--- config.mk ---
export PLATFORM = sky130hd
export DESIGN_NAME = pcw_writer
export DESIGN_NICKNAME = d
export VERILOG_FILES = /design/src/design/pcw_pkg.sv /design/src/design/pcw_writer.sv /design/src/design/pcw_mem.sv /design/src/design/pcw_ser.sv
export SDC_FILE = /design/constraint.sdc
export NUM_CORES = 1
export LEC_CHECK = 0
export ABC_AREA = 1
export BUFFER_PORTS_ARGS = -buffer_cell sky130_fd_sc_hd__buf_2
export CAP_MARGIN = 0
export CORE_ASPECT_RATIO = 0.8
export CORE_MARGIN = 2
export CORE_UTILIZATION = 30
export DETAILED_ROUTE_END_ITERATION = 6
export GPL_TIMING_DRIVEN = 0
export HOLD_SLACK_MARGIN = 0.08
export SLEW_MARGIN = 40
export SYNTH_ARGS = -nofsm -noshare
export SYNTH_HDL_FRONTEND = slang
export SYNTH_SLANG_ARGS = --single-unit
export TNS_END_PERCENT = 30
--- constraint.sdc ---
create_clock -name aclk -period 2.56 [get_ports aclk]
set_input_delay 0.128 -clock aclk [delete_from_list [all_inputs] [get_ports aclk]]
set_output_delay 0.128 -clock aclk [all_outputs]
set_load 0.02 [all_outputs]
--- src/design/pcw_pkg.sv ---
package pcw_pkg;

  // ---------------------------------------------------------------
  // Setting field widths
  // ---------------------------------------------------------------
  localparam int VOD_W    = 3;
  localparam int PREEMP_W = 5;
  localparam int EQDC_W   = 2;
  localparam int EQ_W     = 4;
  localparam int SET_W    = VOD_W + PREEMP_W + EQDC_W + EQ_W;
  localparam int DIR_W    = 2;

  // One channel's analog settings, transmit fields first.
  typedef struct packed {
    logic [VOD_W-1:0]    vod;
    logic [PREEMP_W-1:0] preemp;
    logic [EQDC_W-1:0]   eqdc;
    logic [EQ_W-1:0]     eq;
  } pcw_set_t;

  // ---------------------------------------------------------------
  // Direction select codes and bits
  // ---------------------------------------------------------------
  localparam logic [DIR_W-1:0] DIR_NONE = 2'h0;
  localparam logic [DIR_W-1:0] DIR_RX   = 2'h1;
  localparam logic [DIR_W-1:0] DIR_TX   = 2'h2;
  localparam logic [DIR_W-1:0] DIR_BOTH = 2'h3;
  localparam int               DIR_RX_BIT = 0;
  localparam int               DIR_TX_BIT = 1;

  // ---------------------------------------------------------------
  // Register bus map
  // ---------------------------------------------------------------
  localparam int              AXI_AW   = 4;
  localparam logic [AXI_AW-1:0] REG_CTRL = 4'h0;
  localparam logic [AXI_AW-1:0] REG_STAT = 4'h4;
  localparam logic [AXI_AW-1:0] REG_LAST = 4'h8;
  localparam int              CTRL_EN_BIT = 0;
  localparam logic            CTRL_EN_RST = 1'h1;
  localparam int              CNT_W       = 16;
  localparam logic [1:0]      RESP_OKAY   = 2'h0;
  localparam logic [1:0]      RESP_SLVERR = 2'h2;

endpackage

--- src/design/pcw_writer.sv ---
// The address map and register access over AXI4-Lite were chosen for this implementation.
`timescale 1ns/100ps
`default_nettype none
module pcw_writer
  import pcw_pkg::*;
#(
  parameter int NCH = 4,
  parameter int CHW = (NCH > 1) ? $clog2(NCH) : 1
)
(
  input  wire logic              aclk,
  input  wire logic              aresetn,
  input  wire logic              ce,
  input  wire logic              wr_strobe,
  input  wire pcw_set_t          set_in,
  input  wire logic [CHW-1:0]    chan_addr,
  input  wire logic [DIR_W-1:0]  dir_sel,
  output logic                   busy,
  output pcw_set_t               set_out,
  output logic [CHW-1:0]         pma_chan,
  output wire logic              pma_sdata,
  output wire logic              pma_svalid,
  input  wire logic [AXI_AW-1:0] s_axi_awaddr,
  input  wire logic              s_axi_awvalid,
  output logic                   s_axi_awready,
  input  wire logic [31:0]       s_axi_wdata,
  input  wire logic [3:0]        s_axi_wstrb,
  input  wire logic              s_axi_wvalid,
  output logic                   s_axi_wready,
  output logic [1:0]             s_axi_bresp,
  output logic                   s_axi_bvalid,
  input  wire logic              s_axi_bready,
  input  wire logic [AXI_AW-1:0] s_axi_araddr,
  input  wire logic              s_axi_arvalid,
  output logic                   s_axi_arready,
  output logic [31:0]            s_axi_rdata,
  output logic [1:0]             s_axi_rresp,
  output logic                   s_axi_rvalid,
  input  wire logic              s_axi_rready
);

  // ---------------------------------------------------------------
  // Write sequencer
  // ---------------------------------------------------------------
  typedef enum logic [2:0] {
    ST_IDLE  = 3'b001,
    ST_MERGE = 3'b010,
    ST_SHIFT = 3'b100
  } pcw_state_t;

  pcw_state_t           state_r, state_nxt;
  pcw_set_t             cap_set_r, cap_set_nxt;
  logic [CHW-1:0]       cap_chan_r, cap_chan_nxt;
  logic [DIR_W-1:0]     cap_dir_r, cap_dir_nxt;
  logic                 busy_nxt, fabric_en_r, start_c, mem_we, ser_done;
  pcw_set_t             set_out_nxt, mem_rd, merged;
  logic [CHW-1:0]       pma_chan_nxt, chan_c;
  logic [CNT_W-1:0]     wcnt_r, wcnt_nxt;

  // A single-channel build ignores the address input altogether.
  assign chan_c = (NCH > 1) ? chan_addr : '0;

  // Strobe is honoured only when idle, enabled and a direction is set.
  assign start_c = wr_strobe && (state_r == ST_IDLE) && fabric_en_r
                   && (dir_sel != DIR_NONE);

  // Keeps old fields of the channel and overlays each selected half (both for DIR_BOTH).
  always_comb
  begin
    merged = mem_rd;
    if (cap_dir_r[DIR_TX_BIT])
    begin
      {merged.vod, merged.preemp} = {cap_set_r.vod, cap_set_r.preemp};
    end
    if (cap_dir_r[DIR_RX_BIT])
    begin
      {merged.eqdc, merged.eq} = {cap_set_r.eqdc, cap_set_r.eq};
    end
  end

  assign mem_we = (state_r == ST_MERGE);

  // Next state, capture and status of a write transaction.
  always_comb
  begin
    state_nxt    = state_r;
    cap_set_nxt  = cap_set_r;
    cap_chan_nxt = cap_chan_r;
    cap_dir_nxt  = cap_dir_r;
    set_out_nxt  = set_out;
    pma_chan_nxt = pma_chan;
    wcnt_nxt     = wcnt_r;
    unique case (state_r)
      ST_IDLE:
      begin
        if (start_c)
        begin
          cap_set_nxt  = set_in;
          cap_chan_nxt = chan_c;
          cap_dir_nxt  = dir_sel;
          state_nxt    = ST_MERGE;
        end
      end
      ST_MERGE:
      begin
        set_out_nxt  = merged;
        pma_chan_nxt = cap_chan_r;
        state_nxt    = ST_SHIFT;
      end
      ST_SHIFT:
      begin
        if (ser_done)
        begin
          wcnt_nxt  = wcnt_r + CNT_W'(1);
          state_nxt = ST_IDLE;
        end
      end
      default:
      begin
        state_nxt = ST_IDLE;
      end
    endcase
    busy_nxt = (state_nxt != ST_IDLE);
  end

  // Registers the sequencer; everything freezes while ce is low.
  always_ff @(posedge aclk)
  begin
    if (!aresetn)
    begin
      state_r    <= ST_IDLE;
      cap_set_r  <= '0;
      cap_chan_r <= '0;
      cap_dir_r  <= DIR_NONE;
      busy       <= 1'b0;
      set_out    <= '0;
      pma_chan   <= '0;
      wcnt_r     <= '0;
    end
    else if (ce)
    begin
      state_r    <= state_nxt;
      cap_set_r  <= cap_set_nxt;
      cap_chan_r <= cap_chan_nxt;
      cap_dir_r  <= cap_dir_nxt;
      busy       <= busy_nxt;
      set_out    <= set_out_nxt;
      pma_chan   <= pma_chan_nxt;
      wcnt_r     <= wcnt_nxt;
    end
  end

  // Only the addressed entry is rewritten; others keep their values.
  pcw_mem #(.DEPTH (NCH), .AW (CHW)) u_mem (
    .aclk    (aclk),
    .aresetn (aresetn),
    .ce      (ce),
    .rd_en   (start_c),
    .rd_addr (chan_c),
    .rd_data (mem_rd),
    .wr_en   (mem_we),
    .wr_addr (cap_chan_r),
    .wr_data (merged)
  );

  // Shifts the merged word to the channel's analog latch.
  pcw_ser #(.W (SET_W)) u_ser (
    .aclk    (aclk),
    .aresetn (aresetn),
    .ce      (ce),
    .load    (mem_we),
    .din     (merged),
    .sdata   (pma_sdata),
    .svalid  (pma_svalid),
    .done    (ser_done)
  );

  // ---------------------------------------------------------------
  // AXI4-Lite register slave
  // ---------------------------------------------------------------
  logic [AXI_AW-1:0] awaddr_r, awaddr_nxt;
  logic [31:0]       wdata_r, wdata_nxt;
  logic              wstrb0_r, wstrb0_nxt;
  logic              awready_nxt, wready_nxt, bvalid_nxt, arready_nxt, rvalid_nxt, fabric_en_nxt;
  logic [1:0]        bresp_nxt, rresp_nxt;
  logic [31:0]       rdata_nxt;

  // Address and data are taken in either order; response follows both.
  always_comb
  begin
    awaddr_nxt    = awaddr_r;
    wdata_nxt     = wdata_r;
    wstrb0_nxt    = wstrb0_r;
    awready_nxt   = s_axi_awready;
    wready_nxt    = s_axi_wready;
    bvalid_nxt    = s_axi_bvalid;
    bresp_nxt     = s_axi_bresp;
    arready_nxt   = s_axi_arready;
    rvalid_nxt    = s_axi_rvalid;
    rdata_nxt     = s_axi_rdata;
    rresp_nxt     = s_axi_rresp;
    fabric_en_nxt = fabric_en_r;
    if (s_axi_awvalid && s_axi_awready)
    begin
      awaddr_nxt  = s_axi_awaddr;
      awready_nxt = 1'b0;
    end
    if (s_axi_wvalid && s_axi_wready)
    begin
      wdata_nxt  = s_axi_wdata;
      wstrb0_nxt = s_axi_wstrb[0];
      wready_nxt = 1'b0;
    end
    if (!s_axi_awready && !s_axi_wready && !s_axi_bvalid)
    begin
      bvalid_nxt = 1'b1;
      bresp_nxt  = RESP_OKAY;
      if (awaddr_r == REG_CTRL && wstrb0_r)
      begin
        fabric_en_nxt = wdata_r[CTRL_EN_BIT];
      end
      if (awaddr_r != REG_CTRL && awaddr_r != REG_STAT && awaddr_r != REG_LAST)
      begin
        bresp_nxt = RESP_SLVERR;
      end
    end
    if (s_axi_bvalid && s_axi_bready)
    begin
      bvalid_nxt  = 1'b0;
      awready_nxt = 1'b1;
      wready_nxt  = 1'b1;
    end
    if (s_axi_arvalid && s_axi_arready)
    begin
      arready_nxt = 1'b0;
      rvalid_nxt  = 1'b1;
      rresp_nxt   = RESP_OKAY;
      rdata_nxt   = '0;
      unique case (s_axi_araddr)
        REG_CTRL: rdata_nxt[CTRL_EN_BIT] = fabric_en_r;
        REG_STAT: rdata_nxt = {wcnt_r, {(32 - CNT_W - 1){1'b0}}, busy};
        REG_LAST: rdata_nxt = {{(32 - DIR_W - SET_W){1'b0}}, cap_dir_r, set_out};
        default:  rresp_nxt = RESP_SLVERR;
      endcase
    end
    if (s_axi_rvalid && s_axi_rready)
    begin
      rvalid_nxt  = 1'b0;
      arready_nxt = 1'b1;
    end
  end

  // Registers the bus slave state.
  always_ff @(posedge aclk)
  begin
    if (!aresetn)
    begin
      awaddr_r      <= '0;
      wdata_r       <= '0;
      wstrb0_r      <= 1'b0;
      s_axi_awready <= 1'b1;
      s_axi_wready  <= 1'b1;
      s_axi_bvalid  <= 1'b0;
      s_axi_bresp   <= RESP_OKAY;
      s_axi_arready <= 1'b1;
      s_axi_rvalid  <= 1'b0;
      s_axi_rdata   <= '0;
      s_axi_rresp   <= RESP_OKAY;
      fabric_en_r   <= CTRL_EN_RST;
    end
    else if (ce)
    begin
      awaddr_r      <= awaddr_nxt;
      wdata_r       <= wdata_nxt;
      wstrb0_r      <= wstrb0_nxt;
      s_axi_awready <= awready_nxt;
      s_axi_wready  <= wready_nxt;
      s_axi_bvalid  <= bvalid_nxt;
      s_axi_bresp   <= bresp_nxt;
      s_axi_arready <= arready_nxt;
      s_axi_rvalid  <= rvalid_nxt;
      s_axi_rdata   <= rdata_nxt;
      s_axi_rresp   <= rresp_nxt;
      fabric_en_r   <= fabric_en_nxt;
    end
  end

  // ---------------------------------------------------------------
  // Checks
  // ---------------------------------------------------------------
  a_strobe_capture: assert property (@(posedge aclk) disable iff (!aresetn)
    (start_c && ce) |=> (cap_set_r == $past(set_in) && cap_dir_r == $past(dir_sel)
                         && state_r == ST_MERGE))
    else $error("Strobe inputs not captured.");
  a_busy_rise: assert property (@(posedge aclk) disable iff (!aresetn)
    (start_c && ce) |=> busy)
    else $error("Busy did not rise after strobe.");
  a_busy_shift: assert property (@(posedge aclk) disable iff (!aresetn)
    (state_r != ST_IDLE) |-> busy)
    else $error("Busy low during transfer.");
  a_busy_fall: assert property (@(posedge aclk) disable iff (!aresetn)
    (state_r == ST_SHIFT && ser_done && ce) |=> (!busy && state_r == ST_IDLE))
    else $error("Busy did not fall after transfer.");
  a_tx_keeps_rx: assert property (@(posedge aclk) disable iff (!aresetn)
    (mem_we && cap_dir_r == DIR_TX) |-> (merged.eqdc == mem_rd.eqdc
     && merged.eq == mem_rd.eq && merged.vod == cap_set_r.vod))
    else $error("Transmit-only write altered receiver fields.");
  a_tx_readback: assert property (@(posedge aclk) disable iff (!aresetn)
    (mem_we && ce && cap_dir_r[DIR_TX_BIT]) |=> (set_out.vod == $past(cap_set_r.vod)
     && set_out.preemp == $past(cap_set_r.preemp)))
    else $error("Transmit readback mismatch.");
  a_rx_readback: assert property (@(posedge aclk) disable iff (!aresetn)
    (mem_we && ce && cap_dir_r[DIR_RX_BIT]) |=> (set_out.eq == $past(cap_set_r.eq)))
    else $error("Equalizer readback mismatch.");
  a_chan_capture: assert property (@(posedge aclk) disable iff (!aresetn)
    (start_c && ce) |=> (cap_chan_r == ((NCH > 1) ? $past(chan_addr) : '0)))
    else $error("Channel address not taken as the build requires.");
  a_only_addressed: assert property (@(posedge aclk) disable iff (!aresetn)
    (mem_we && ce) |=> (pma_chan == $past(cap_chan_r) && busy))
    else $error("Write reached a channel other than the addressed one.");

endmodule // pcw_writer
`default_nettype wire

--- src/design/pcw_mem.sv ---
`timescale 1ns/100ps
`default_nettype none
module pcw_mem
  import pcw_pkg::*;
#(
  parameter int DEPTH = 4,
  parameter int AW    = 2
)
(
  input  wire logic          aclk,
  input  wire logic          aresetn,
  input  wire logic          ce,
  input  wire logic          rd_en,
  input  wire logic [AW-1:0] rd_addr,
  output pcw_set_t           rd_data,
  input  wire logic          wr_en,
  input  wire logic [AW-1:0] wr_addr,
  input  wire pcw_set_t      wr_data
);

  // ---------------------------------------------------------------
  // Per-channel settings store
  // ---------------------------------------------------------------
  pcw_set_t mem_r [DEPTH];
  pcw_set_t rd_nxt;

  // Read data come from a register one edge after the request.
  always_comb
  begin
    rd_nxt = rd_data;
    if (rd_en)
    begin
      rd_nxt = mem_r[rd_addr];
    end
  end

  // Entries start cleared so a first partial write merges known values.
  always_ff @(posedge aclk)
  begin
    if (!aresetn)
    begin
      rd_data <= '0;
      for (int i = 0; i < DEPTH; i++)
      begin
        mem_r[i] <= '0;
      end
    end
    else if (ce)
    begin
      rd_data <= rd_nxt;
      if (wr_en)
      begin
        mem_r[wr_addr] <= wr_data;
      end
    end
  end

endmodule // pcw_mem
`default_nettype wire

--- src/design/pcw_ser.sv ---
`timescale 1ns/100ps
`default_nettype none
module pcw_ser
#(
  parameter int W  = 14,
  parameter int CW = $clog2(W + 1)
)
(
  input  wire logic         aclk,
  input  wire logic         aresetn,
  input  wire logic         ce,
  input  wire logic         load,
  input  wire logic [W-1:0] din,
  output logic              sdata,
  output logic              svalid,
  output logic              done
);

  // ---------------------------------------------------------------
  // Serial shifter toward the channel's analog control latch
  // ---------------------------------------------------------------
  logic [W-1:0]  sh_r, sh_nxt;
  logic [CW-1:0] cnt_r, cnt_nxt;
  logic          sdata_nxt, svalid_nxt, done_nxt;

  // Shifts LSB first; done pulses together with the last bit.
  always_comb
  begin
    sh_nxt     = sh_r;
    cnt_nxt    = cnt_r;
    sdata_nxt  = sdata;
    svalid_nxt = 1'b0;
    done_nxt   = 1'b0;
    if (load)
    begin
      sh_nxt  = din;
      cnt_nxt = CW'(W);
    end
    else if (cnt_r != '0)
    begin
      sdata_nxt  = sh_r[0];
      sh_nxt     = sh_r >> 1;
      svalid_nxt = 1'b1;
      done_nxt   = (cnt_r == CW'(1));
      cnt_nxt    = cnt_r - CW'(1);
    end
  end

  // Registers the shifter state.
  always_ff @(posedge aclk)
  begin
    if (!aresetn)
    begin
      sh_r   <= '0;
      cnt_r  <= '0;
      sdata  <= 1'b0;
      svalid <= 1'b0;
      done   <= 1'b0;
    end
    else if (ce)
    begin
      sh_r   <= sh_nxt;
      cnt_r  <= cnt_nxt;
      sdata  <= sdata_nxt;
      svalid <= svalid_nxt;
      done   <= done_nxt;
    end
  end

endmodule // pcw_ser
`default_nettype wire

# Yosys cells after proc, flatten, opt, wreduce, memory -nomap -nowiden
# Memory sizes are Yosys's and may differ from the RTL's. A register that Yosys moved wholly into a read port is not among the register bits.
# Cells that the tools add are included.
# op_classes
add_sub_neg	2
reduce_logical	44
n_eq_ne	9
mux	35
n_bitwise	1
# ops
op	count
31-bit case mux with 2 select lines	1
14-bit two-way mux	3
2-bit AND reduction	11
1-bit two-way mux	20
16-bit by 1-bit adder with 16-bit output (second input constant)	1
14-bit OR reduction	1
1-bit logical AND	13
3-bit AND reduction	4
2-bit nonzero test	6
3-bit case mux with 3 select lines	1
4-bit logical NOT	2
4-bit two-way mux	2
8-bit two-way mux	1
4-bit nonzero test	2
2-bit two-way mux	3
3-bit two-way mux	2
6-bit two-way mux	1
4-bit by 1-bit == test with 1-bit output (second input constant)	1
4-bit by 3-bit == test with 1-bit output (second input constant)	1
4-bit == test (second input constant)	1
1-bit logical NOT	4
4-bit by 3-bit != test with 1-bit output (second input constant)	1
4-bit != test (second input constant)	1
4-bit by 1-bit subtractor with 4-bit output (second input constant)	1
7 further kinds	7
# word_totals
out_inout_bits	60
inputBits	71
register_bits	123
n_memories	1
ramBits	56
# mem_list
name	words	width	read_ports	rd_ports_with_merged_regs	wr	line	text
u_mem.mem_r	4	14	1	1	4	pcw_mem.sv:24	pcw_set_t mem_r [DEPTH];

# Longest topological paths before layout
# Gate-level depths: netlist of the first run.
# depth
ltp_word	7
ltp_mapped	10
depth_no_buf	9

# By module
# Synthesis of the first run repeated with hierarchy kept, for this count alone.
# hier_totals
hier_cells	1020
area_unflattened_um2	8210.4
# modules_own_cells
module	n_inst	area_each_um2	cells_each
pcw_writer	1	4125.2	553
pcw_mem	1	3025.4	311
pcw_ser	1	1059.8	156

# Worst setup path after synthesis of the first run
# Ideal clock, no wire load.
# synth_path
path_kind	flip-flop to flip-flop
from	reg state_r[2]
to	mem u_mem.mem_r[3][0] in the netlist's numbering, enable pin
setup_slack_ps	109
synth_period_minus_slack_ps	2451
required_ps	2153
setup_time_ps	407
t_arrival_ps	2044
stages_incl_launch_ff	7
path_cell_list	dfxtp_1 inv_2 nand3_4 nor2_8 inv_2 buf_4 o31ai_1
# synth_rtl
item	line	text
start: declaration	pcw_writer.sv:51	pcw_state_t state_r, state_nxt;
start signal: assignment	pcw_writer.sv:142	state_r <= state_nxt;
end: declaration	pcw_mem.sv:24	

==> run metrics, run 1 <==
Die ar. roughly 28000 sq um; PostCTS Resize Cnt 0; DRC 0; top post-synthesis cells by area dfxtp_1 34%, edfxtp_1 21%, o21ai_0 8.5%; r2r setup slk around 0.38 ns; CTS Buf Count 17; unrepaired setup endpoints after global routing false; most area-hungry cell type in the Yosys netlist dfxtp_1; R2R Path End u_mem.mem_r[1][12]; setup slack after placement between 0.2 and 0.3 ns; # IOs between 100 and 150; DP Wirelength roughly 17 mm; largest net degree at the start of global routing 19; Max Cap Viol 0; #FFs+latches synth ~190; Routed WL 24.1 mm; clk sinks roughly 190; total core area 26200 sq um; # H-tree levels 4; mean post-synth cell area around 8.5 sq um; routed vias/inst a little under 5; Post-Syn Area between 7000 and 8000 sq um; CP Class reg -> reg; Lkg Pwr approximately 4 nW; Tightest Hold Check Type in -> reg; die width 186 um; Worst-path clk slew approximately 0.07 ns; Final Critical Period 2.18 ns; RePlAce Congestion roughly 0.87; Final setup viols 0; design area 9830 sq um; share of cells above drive strength 1 approximately 18%; Cell variety after synth between 40 and 50; slew margin rel. between 40% and 50%; R2R cell count 8; 1st-iter DRT viols between 500 and 600; hold path endpoint s_axi_rdata[0]; hold_ws about 0.13 ns; CTS root buf clkbuf_16; first drt pass iteration count 4; commonest non-fill, non-tap cell in the layout nand2_1; antenna violations before repair 0; CP startpoint kind flop; final hold viol count 0; Max Fclk roughly 0.46 GHz; Setup TNS Final 0 ns; Synthesis Warnings 0; Max Transition Viols Final 0; CTS tree done; Worst Hold Launch s_axi_arvalid; setup bufs post-CTS 0; clock tree buffer depth 2; Skew-Pair Late Insertion Delay approximately 0.45 ns; die height between 100 and 150 um; Starting Density 30.4%; Final period util 85.2%; via count around 7k; Worst Path Arrival about 2.3 ns; outcome completed; area grow syn2layout 23.5%; required time worst endpoint between 2 and 3 ns; Setup Skew between 0.015 and 0.02 ns; share of the synthesized area in the top cell type about a third; Pwr per Cell Area 740 nW/um^2; worst setup margin 0.380 ns; ANT nets after route 0; CTS Hold Buffers Added 34; Placed Area 8890 sq um; Final nets 1158; number of global-route vias before repair 6596; Port Buf Inserts 92; wire per inst between 15 and 20 um; first-pass GRT wire length roughly 37 mm; commonest cells after routing, fill and taps aside 156 x nand2_1, 135 x dfxtp_1, 132 x nor2_1, 126 x o21ai_0, 111 x buf_2; row count 53; post-synthesis cell count 937; Tightest Pin Transition roughly 0.77 ns; CP max FO 14; Hold Path Cell Cnt 4; reg2reg start state_r[2]; All-Layer GR Usage around 18%; critical path endpoint category flop; Overflow after GRT 0; Seq/Total Area, Yosys 55.1%; maximum vdd drop around 0.57 mV
[state kept, by name (all words and copies together), names as in the netlist, 2 cells and up]
signal,count
wcnt_r,16
set_out,14
cap_chan_r,2
cap_dir_r,2
awaddr_r,4
u_ser.sh_r,14
u_mem.rd_data,14
u_ser.cnt_r,4
state_r,3
u_mem.mem_r,56
s_axi_rdata,32
cap_set_r,14
pma_chan,2
[cells by family (layout without fill, tap and decap cells)]
logic type,after synthesis,count (layout),synth area share (%)
AOI/OAI and AO/OA,258,258,17.1
adders and majority gates,3,3,0.472
xor gates and xnor gates,2,2,0.220
DFF,191,191,55.1
other,1,4,0.0471
buffers and inverters,126,285,7.31
and+or+nand+nor,356,356,19.8
[synthesized netlist by cell type]
cell	number
nand2_1	156
dfxtp_1	135
o21ai_0	135
nor2_1	132
a21oi_1	88
inv_1	65
edfxtp_1	56
nand3_1	27
buf_2	19
clkbuf_1	18
o22ai_1	14
buf_4	9
a31o_2	8
nand4_1	8
nor3_1	7
buf_6	6
inv_2	5
or2_1	5
a31oi_1	4
nand3_4	4
nor2_2	4
o21ai_1	4
ha_1	3
nor2_4	3
nand2_2	2
o31ai_1	2
xor2_1	2
and3_1	1
buf_1	1
clkbuf_2	1
clkinv_1	1
conb_1	1
inv_6	1
nand2_4	1
nand3b_1	1
nand3b_4	1
nor2_8	1
nor2b_2	1
nor4_4	1
o211a_1	1
o211ai_1	1
o21a_1	1
or2_2	1
[critical path, cell delays in order (launching register included)]
cell	delay, ns
dfxtp_1	0.36
inv_2	0.09
nand3_4	0.12
nor2_8	0.16
nand2_4	0.13
inv_6	0.11
nand3_4	0.11
buf_6	0.18
nand2_1	0.54
[final cells by class]
cell class / count / area, sq um
Fill cell: 2673 / 16400
Antenna cell: 2 / 5.00
Buffer: 54 / 307
Tap cell: 357 / 447
Clock inverter: 14 / 150
Timing Repair Buffer: 127 / 808
Clock buffer: 18 / 439
Multi-Input combinational cell: 621 / 3010
Inverter: 72 / 275
Sequential cell: 191 / 4380
[worst max path at each step]
| stage | start | endpoint | cells after the start |
|---|---|---|---|
| floorplan | state_r[2] | u_mem.mem_r[3][0] | 6 |
| global placement | state_r[2] | u_mem.mem_r[3][12] | 6 |
| detailed placement | aresetn | u_mem.mem_r[1][9] | 4 |
| CTS | state_r[2] | u_mem.mem_r[1][9] | 8 |
| global route | state_r[2] | u_mem.mem_r[0][6] | 8 |
| finish | state_r[2] | u_mem.mem_r[1][12] | 8 |
[metrics by stage]
step	total power, mW	std cells	util (%)
after floorplan	4.25	938	-
after global placement	4.57	1387	33.9
after detailed placement	4.59	1388	33.9
after CTS	7.28	1454	37.5
after global routing	7.60	1454	37.5
final	7.27	1456	37.5
[layer usage]
metal / vias to the layer above / routed length [um] / share of wire [%] / track usage (%)
met3: 31 / 1570 / 6.5 / 4.28
met2: 216 / 10400 / 43 / 26.1
met5: - / 0 / 0 / 0
met4: 0 / 442 / 1.8 / 6.14
li1: 3436 / - / - / -
met1: 3342 / 11700 / 48 / 25.4
[where the power goes]
part           total, mW  switching [mW]  leakage (nW)  internal (mW)
registers           3.47           0.124          1.68           3.34
logic               1.11           0.724          1.95          0.389
clock network       2.69            1.29         0.279           1.40
total               7.27            2.13          3.91           5.13
(Power assumes the default switching activity.)
==> run 2, diff against run 1 <==
==> constraint.sdc (replaced) <==
create_clock -name aclk -period 1.8 [get_ports aclk]
set_input_delay 0.09 -clock aclk [delete_from_list [all_inputs] [get_ports aclk]]
set_output_delay 0.09 -clock aclk [all_outputs]
set_load 0.02 [all_outputs]
==> run 2 against run 1 <==
  * Via count increased by 0.11%
  * Critical path depth decreased by 3
  * Total power increased by 42%
  * First-iteration DRC count increased by 11%
  * Count of clock-buffer cells in the layout increased by 2
  * Final cell count increased by 0.14%
  * Worst hold slack improved by 0.010 ns
  * Fmax increased by 26%
  * Combinational power increased by 45%
  * Clock skew decreased by 0.0052 ns
  * Critical path type unchanged
  * Critical endpoint is now u_ser.sh_r[3]
  * Largest power group unchanged
==> run metrics, run 2 (synthesized netlist as in run 1, its figures left out) <==
outcome completed (unchanged); biggest regs u_mem.mem_r: 56 flops, s_axi_rdata: 32 flops, wcnt_r: 16 flops (unchanged); DRC 0 (unchanged); hold_ws 0.136 ns (was 0.126 ns); CP Class reg -> reg (unchanged); Overflow after GRT 0 (unchanged); ANT nets after route 0 (unchanged); maximum vdd drop 0.759 mV (was 0.566 mV); Final Util 37.9% (was 37.5%); Layout Cells excl Fill 1458 (was 1456); Port Buf Inserts 92 (unchanged); 1st-iter DRT viols 629 (was 567); # H-tree levels 4 (unchanged); CP max FO 10 (was 14); Final period util 96.5% (was 85.2%); RePlAce Congestion 0.859 (was 0.872); Tightest Hold Check Type in -> reg (unchanged); row count 53 (unchanged); Worst Path Arrival 2.06 ns (was 2.26 ns); commonest cells after routing, fill and taps aside 153 x nand2_1, 133 x dfxtp_1, 132 x nor2_1, 125 x o21ai_0, 111 x buf_2 (was 156 x nand2_1, 135 x dfxtp_1, 132 x nor2_1, 126 x o21ai_0, 111 x buf_2); total core area 26200 sq um (unchanged); Die ar. 27900 sq um (unchanged); die height 150 um (unchanged); antenna violations before repair 0 (unchanged); Max Fclk 0.576 GHz (was 0.459 GHz); via count 7033 (was 7025); largest net degree at the start of global routing 19 (unchanged); first drt pass iteration count 5 (was 4); CTS Buf Count 17 (unchanged); area grow syn2layout 24.9% (was 23.5%); All-Layer GR Usage 17.6% (was 17.8%); sequence of cells on the critical path buf_2, o21ai_0, o21ai_0, o21ai_0, nor2_1 (was inv_2, nand3_4, nor2_8, nand2_4, inv_6, nand3_4, buf_6, nand2_1); share of cells above drive strength 1 18.6% (was 17.6%); unrepaired setup endpoints after global routing true (was false); Pwr per Cell Area 1040 nW/um^2 (was 740 nW/um^2); required time worst endpoint 2.13 ns (was 2.64 ns); slowest CP cell o21ai_0 (was nand2_1); die width 186 um (unchanged); Final nets 1162 (was 1158); Max Transition Viols Final 0 (unchanged); clock tree buffer depth 2 (unchanged); routed vias/inst 4.82 (about the same); CTS tree done (unchanged); Ant. Diodes 0 (was 2); placed cell count 1387 (was 1388); Routed WL 24.0 mm (was 24.1 mm); slew margin rel. 49.2% (was 48.4%); Setup Skew 0.0136 ns (was 0.0188 ns); Starting Density 30.4% (unchanged); max reg flops 56 (unchanged); final hold viol count 0 (unchanged); CP startpoint kind flop (unchanged); Max Cap Viol 0 (unchanged); Skew-Pair Late Insertion Delay 0.44 ns (was 0.45 ns); largest register by flop count u_mem.mem_r (unchanged); CTS root buf clkbuf_16 (unchanged); Final Critical Period 1.74 ns (was 2.18 ns); Tightest Pin Transition 0.754 ns (was 0.769 ns); # IOs 131 (unchanged); commonest non-fill, non-tap cell in the layout nand2_1 (unchanged); wire per inst 16.5 um (was 16.6 um); DP Wirelength 17.4 mm (about the same); most used cell, CP o21ai_0 (was nand3_4); slowest stage delay, CP 0.62 ns (was 0.54 ns); Final setup viols 0 (unchanged); Lkg Pwr 3.95 nW (was 3.91 nW); Worst-path clk slew 0.08 ns (was 0.07 ns); first-pass GRT wire length 36.6 mm (was 36.9 mm); number of global-route vias before repair 6569 (was 6596); clk sinks 191 (unchanged); critical path endpoint category flop (unchanged)
-- run 2: changes by cell type in the layout (fill, tap and decap cells not counted), moves of 2 or more --
cell | before | now
nand2_1 | 156 | 153
clkinv_2 | 0 | 2
dlygate4sd3_1 | 34 | 36
inv_8 | 3 | 5
dfxtp_1 | 135 | 133
o21ai_2 | 0 | 2
nand2_8 | 0 | 3
clkinv_4 | 3 | 1
diode_2 | 2 | 0
dfxtp_2 | 0 | 2
-- run 2: per-layer routing --
layer	wire length, um	vias up	track usage [%]
met5	0	-	0
met4	350	0	4.33
met3	1470	30	4.19
met2	10300	226	26.1
met1	11800	3336	25.6
li1	-	3441	-
-- run 2: path summary, 6_finish.rpt --
kind | slack [ns] | cells after the start | from | end
worst min-delay path | 0.14 | 5 | s_axi_araddr[3] | s_axi_rdata[23]
worst max-delay path | 0.06 | 5 | cap_dir_r[0] | u_ser.sh_r[3]
worst min register to register | 0.45 | 2 | awaddr_r[1] | awaddr_r[1]
worst max register to register | 0.06 | 5 | cap_dir_r[0] | u_ser.sh_r[3]
-- run 2: report_power, final --
part | leakage, nW | switching, mW | total (mW) | internal, mW
clock | 0.290 | 1.82 | 3.81 | 1.99
sequential | 1.68 | 0.174 | 4.93 | 4.76
combinational | 1.98 | 1.04 | 1.61 | 0.569
total | 3.95 | 3.04 | 10.4 | 7.31
-- run 2: metrics by stage --
| step | power (mW) | area (sq um) | setup slack [ns] | setup TNS (ns) |
|---|---|---|---|---|
| final | 10.4 | 9940 | 0.0631 | 0 |
| after global routing | 10.8 | 9940 | -0.0397 | -0.129 |
| after CTS | 10.3 | 9880 | -0.000605 | -0.00207 |
| after detailed placement | 6.53 | 8880 | -0.457 | -22.48 |
| after global placement | 6.49 | 8880 | -0.448 | -21.50 |
| after floorplan | 6.05 | 7980 | 0.0345 | 0 |
-- run 2: final cells by class --
class                   instances  area (sq um)
repair buffers                130           848
clock buffers                  20           478
inverters                      72           278
multi-input cells             622          3080
well taps                     357           447
flip-flops and latches        191          4390
clock inverters                12           115
plain buffers                  54           308
fillers                      2718         16300
-- run 2: what timing repair did --
action,4_1_cts,5_1_grt
hold buffers,36,0
hold endpoints to repair,35,0
buffers inserted,1,1
cloned,0,1
pin swaps,1,0
resized for setup,7,10
setup endpoints to repair,56,67
-- run 2: worst max-delay path: cells and delay by family (launching register included) --
kind / cells / cell delay [ns]
AND/OR/NAND/NOR: 1 / 0.06
AO/OA/AOI/OAI: 3 / 1.01
buffers and inverters: 1 / 0.21
flip-flops: 1 / 0.35
==> run 3, diff against run 2 <==
--- a/config.mk
+++ b/config.mk
@@ -5,7 +5,6 @@
 export SDC_FILE = /design/constraint.sdc
 export NUM_CORES = 1
 export LEC_CHECK = 0
-export ABC_AREA = 1
 export BUFFER_PORTS_ARGS = -buffer_cell sky130_fd_sc_hd__buf_2
 export CAP_MARGIN = 0
 export CORE_ASPECT_RATIO = 0.8
==> run 3 against run 2 <==
  * The flow now finishes with violations (negative setup slack)
  * Non-clock buffer count is 18 higher
  * Fmax is 12% lower
  * Sequential share of layout area is 0.096 points lower
  * Highest routed layer unchanged
==> run metrics, run 3 <==
global route hottest layer met1 (was met2); reg2reg start state_r[0] (was cap_dir_r[0]); most common cell in the synthesized netlist dfxtp_1 (was nand2_1); DP Wirelength 14.6 mm (was 17.4 mm); required time worst endpoint 1.94 ns (was 2.13 ns); unrepaired setup endpoints after global routing true (unchanged); grt met3 use 4.07% (was 4.19%); clk sinks 191 (unchanged); Layout Cells excl Fill 1263 (was 1458); Critical Path Start state_r[0] (was cap_dir_r[0]); placed cell count 1174 (was 1387); Ant. Diodes 0 (unchanged); Max Transition Viols Final 0 (unchanged); CP startpoint kind flop (unchanged); Post-synth EDFFs 56 (unchanged); via count 6260 (was 7033); setup slack after placement -0.723 ns (was -0.457 ns); largest net degree at the start of global routing 18 (was 19); Setup Skew 0.00952 ns (was 0.0136 ns); number of global-route vias before repair 5708 (was 6569); Tightest Pin Transition 0.802 ns (was 0.754 ns); commonest cells after routing, fill and taps aside 124 x nor2_1, 124 x dfxtp_1, 110 x nand2_1, 98 x buf_2, 60 x a21oi_1 (was 153 x nand2_1, 133 x dfxtp_1, 132 x nor2_1, 125 x o21ai_0, 111 x buf_2); Worst Path Arrival 2.11 ns (was 2.06 ns); die height 146 um (was 150 um); CTS root buf clkbuf_16 (unchanged); Overflow after GRT 0 (unchanged); routing usage on met1 24.3% (was 25.6%); All-Layer GR Usage 16.0% (was 17.6%); CP Class reg -> reg (unchanged); top_reg_cell synth dfxtp_1 (unchanged); share of cells above drive strength 1 26.5% (was 18.6%); biggest regs u_mem.mem_r: 56 flops, s_axi_rdata: 32 flops, wcnt_r: 16 flops (unchanged); clock tree buffer depth 2 (unchanged); worst setup margin -0.168 ns (was 0.0631 ns); DRC 0 (unchanged); max reg flops 56 (unchanged); final hold viol count 0 (unchanged); Max Fclk 0.508 GHz (was 0.576 GHz); most area-hungry cell type in the Yosys netlist dfxtp_1 (unchanged); design area 10000 sq um (was 9940 sq um); Worst Hold Launch s_axi_araddr[1] (was s_axi_araddr[3]); CTS Buf Count 17 (unchanged); die width 182 um (was 186 um); Cell variety after synth 50 (was 43); total core area 25100 sq um (was 26200 sq um); first drt pass iteration count 5 (unchanged); Final setup viols 97 (was 0); Starting Density 30.3% (was 30.4%); power after layout 9.85 mW (was 10.4 mW); Synthesis Warnings 0 (unchanged); R2R Path End u_mem.mem_r[0][5] (was u_ser.sh_r[3]); Final nets 1000 (was 1162); antenna violations before repair 0 (unchanged); asr flop ratio synth 0% (unchanged); RePlAce Congestion 0.786 (was 0.859); Skew-Pair Late Insertion Delay 0.44 ns (about the same); outcome finished with violations (was completed); largest register by flop count u_mem.mem_r (unchanged); mean post-synth cell area 10.0 sq um (was 8.49 sq um); Routed WL 21.5 mm (was 24.0 mm); Port Buf Inserts 91 (was 92); Final Critical Period 1.97 ns (was 1.74 ns); # H-tree levels 4 (unchanged); Placed Area 8530 sq um (was 8880 sq um); Lkg Pwr 3.66 nW (was 3.95 nW); r2r setup slk -0.17 ns (was 0.06 ns); #FFs+latches synth 191 (unchanged); area grow syn2layout 31.6% (was 24.9%); ANT nets after route 0 (unchanged); R2R cell count 7 (was 5); Seq/Total Area, Yosys 57.7% (was 55.1%); grt met2 use 22.9% (was 26.1%); Post-Syn Area 7600 sq um (was 7960 sq um); 1st-iter DRT viols 456 (was 629); routed vias/inst 4.96 (was 4.82); crit path capture u_mem.mem_r[0][5] (was u_ser.sh_r[3]); failing checks negative setup slack; CP max FO 7 (was 10); fillers 2459 (was 2718); top cells by count, synth 135 x dfxtp_1, 127 x nor2_1, 117 x nand2_1 (was 156 x nand2_1, 135 x dfxtp_1, 135 x o21ai_0); Die ar. 26600 sq um (was 27900 sq um); Max Cap Viol 0 (unchanged); maximum vdd drop 0.683 mV (was 0.759 mV); wire per inst 17.0 um (was 16.5 um); # IOs 131 (unchanged); post-synthesis cell count 758 (was 937); Final period util 109% (was 96.5%); Pwr per Cell Area 984 nW/um^2 (was 1040 nW/um^2); first-pass GRT wire length 32.5 mm (was 36.6 mm); Worst-path clk slew 0.07 ns (was 0.08 ns); critical path endpoint category flop (unchanged); row count 52 (was 53); CTS tree done (unchanged); top post-synthesis cells by area dfxtp_1 36%, edfxtp_1 22%, nor2_1 6.3% (was dfxtp_1 34%, edfxtp_1 21%, o21ai_0 8.5%); share of the synthesized area in the top cell type 35.5% (was 34.0%); slew margin rel. 46.6% (was 49.2%); Tightest Hold Check Type in -> reg (unchanged)
-- run 3: cell types whose count changed after synthesis, moves of 14 or more --
cell | previous run | this run
a211oi_1 | 0 | 14
clkbuf_1 | 18 | 33
mux4_2 | 0 | 14
nand3_1 | 27 | 11
a22oi_1 | 0 | 33
mux2i_1 | 0 | 27
inv_1 | 65 | 8
nand2_1 | 156 | 117
a21oi_1 | 88 | 62
o21ai_0 | 135 | 9
-- run 3: per-stage QoR --
stage / utilization, % / hold slack (ns) / TNS [ns]
floorplan: - / 0.226 / -2.57
global placement: 33.9 / 0.327 / -63.86
detailed placement: 33.9 / 0.336 / -64.08
CTS: 38.9 / 0.0844 / -5.29
global route: 39.9 / 0.123 / -11.56
finish: 39.9 / 0.106 / -7.71
-- run 3: timing repair --
item                                    CTS  global route
gates cloned                              1             0
setup buffers                             8            19
hold endpoints to repair                 29             0
endpoints found under the setup margin  199           146
hold buffers                             32             0
pin swaps                                 7            10
gates resized for setup                  65            45
-- run 3: worst max-delay path: stages (launching register included) --
cell and delay, ns:
dfxtp_4 0.37, and4bb_2 0.30, buf_6 0.13, nand2_8 0.06, or3_4 0.42, buf_8 0.14
buf_12 0.14, nand2_8 0.10
-- run 3: worst min path at each step --
| stage | endpoint | slack, ns | depth (start not counted) |
|---|---|---|---|
| 6_report | s_axi_rresp[1] | 0.11 | 3 |
| 5_1_grt | s_axi_rresp[1] | 0.12 | 3 |
| 4_1_cts | s_axi_rresp[1] | 0.08 | 3 |
| 3_5_place_dp | cap_set_r[3] | 0.34 | 3 |
| 3_3_place_gp | awaddr_r[0] | 0.33 | 3 |
| 2_1_floorplan | cap_set_r[0] | 0.23 | 2 |
-- run 3: final cells by class --
class | count | area, sq um | share of cell area [%]
Sequential cell | 191 | 4410 | 44.0
Multi-Input combinational cell | 505 | 3190 | 31.9
Timing Repair Buffer | 150 | 990 | 9.89
Clock buffer | 22 | 498 | 4.98
Tap cell | 324 | 405 | 4.05
Buffer | 52 | 363 | 3.63
Clock inverter | 10 | 123 | 1.23
Inverter | 9 | 33.8 | 0.338
-- run 3: cells by family after synthesis --
logic type	after synthesis	share of synthesized area (%)
AOI/OAI and AO/OA	147	12.1
xor gates and xnor gates	7	0.806
adders and majority gates	3	0.494
buffers and inverters	64	3.50
DFF	191	57.7
muxes	41	7.70
other	1	0.0493
and+or+nand+nor	304	17.7
-- run 3: power breakdown --
part	switching, mW	total (mW)	internal, mW
clock	1.66	3.94	2.27
sequential	0.103	4.66	4.56
combinational	0.703	1.25	0.547
total	2.47	9.85	7.38
-- run 3: per-layer routing --
metal	up-vias	routed length, um
li1	3011	-
met1	3054	10900
met2	184	9160
met3	11	1320
met4	0	140
met5	-	0
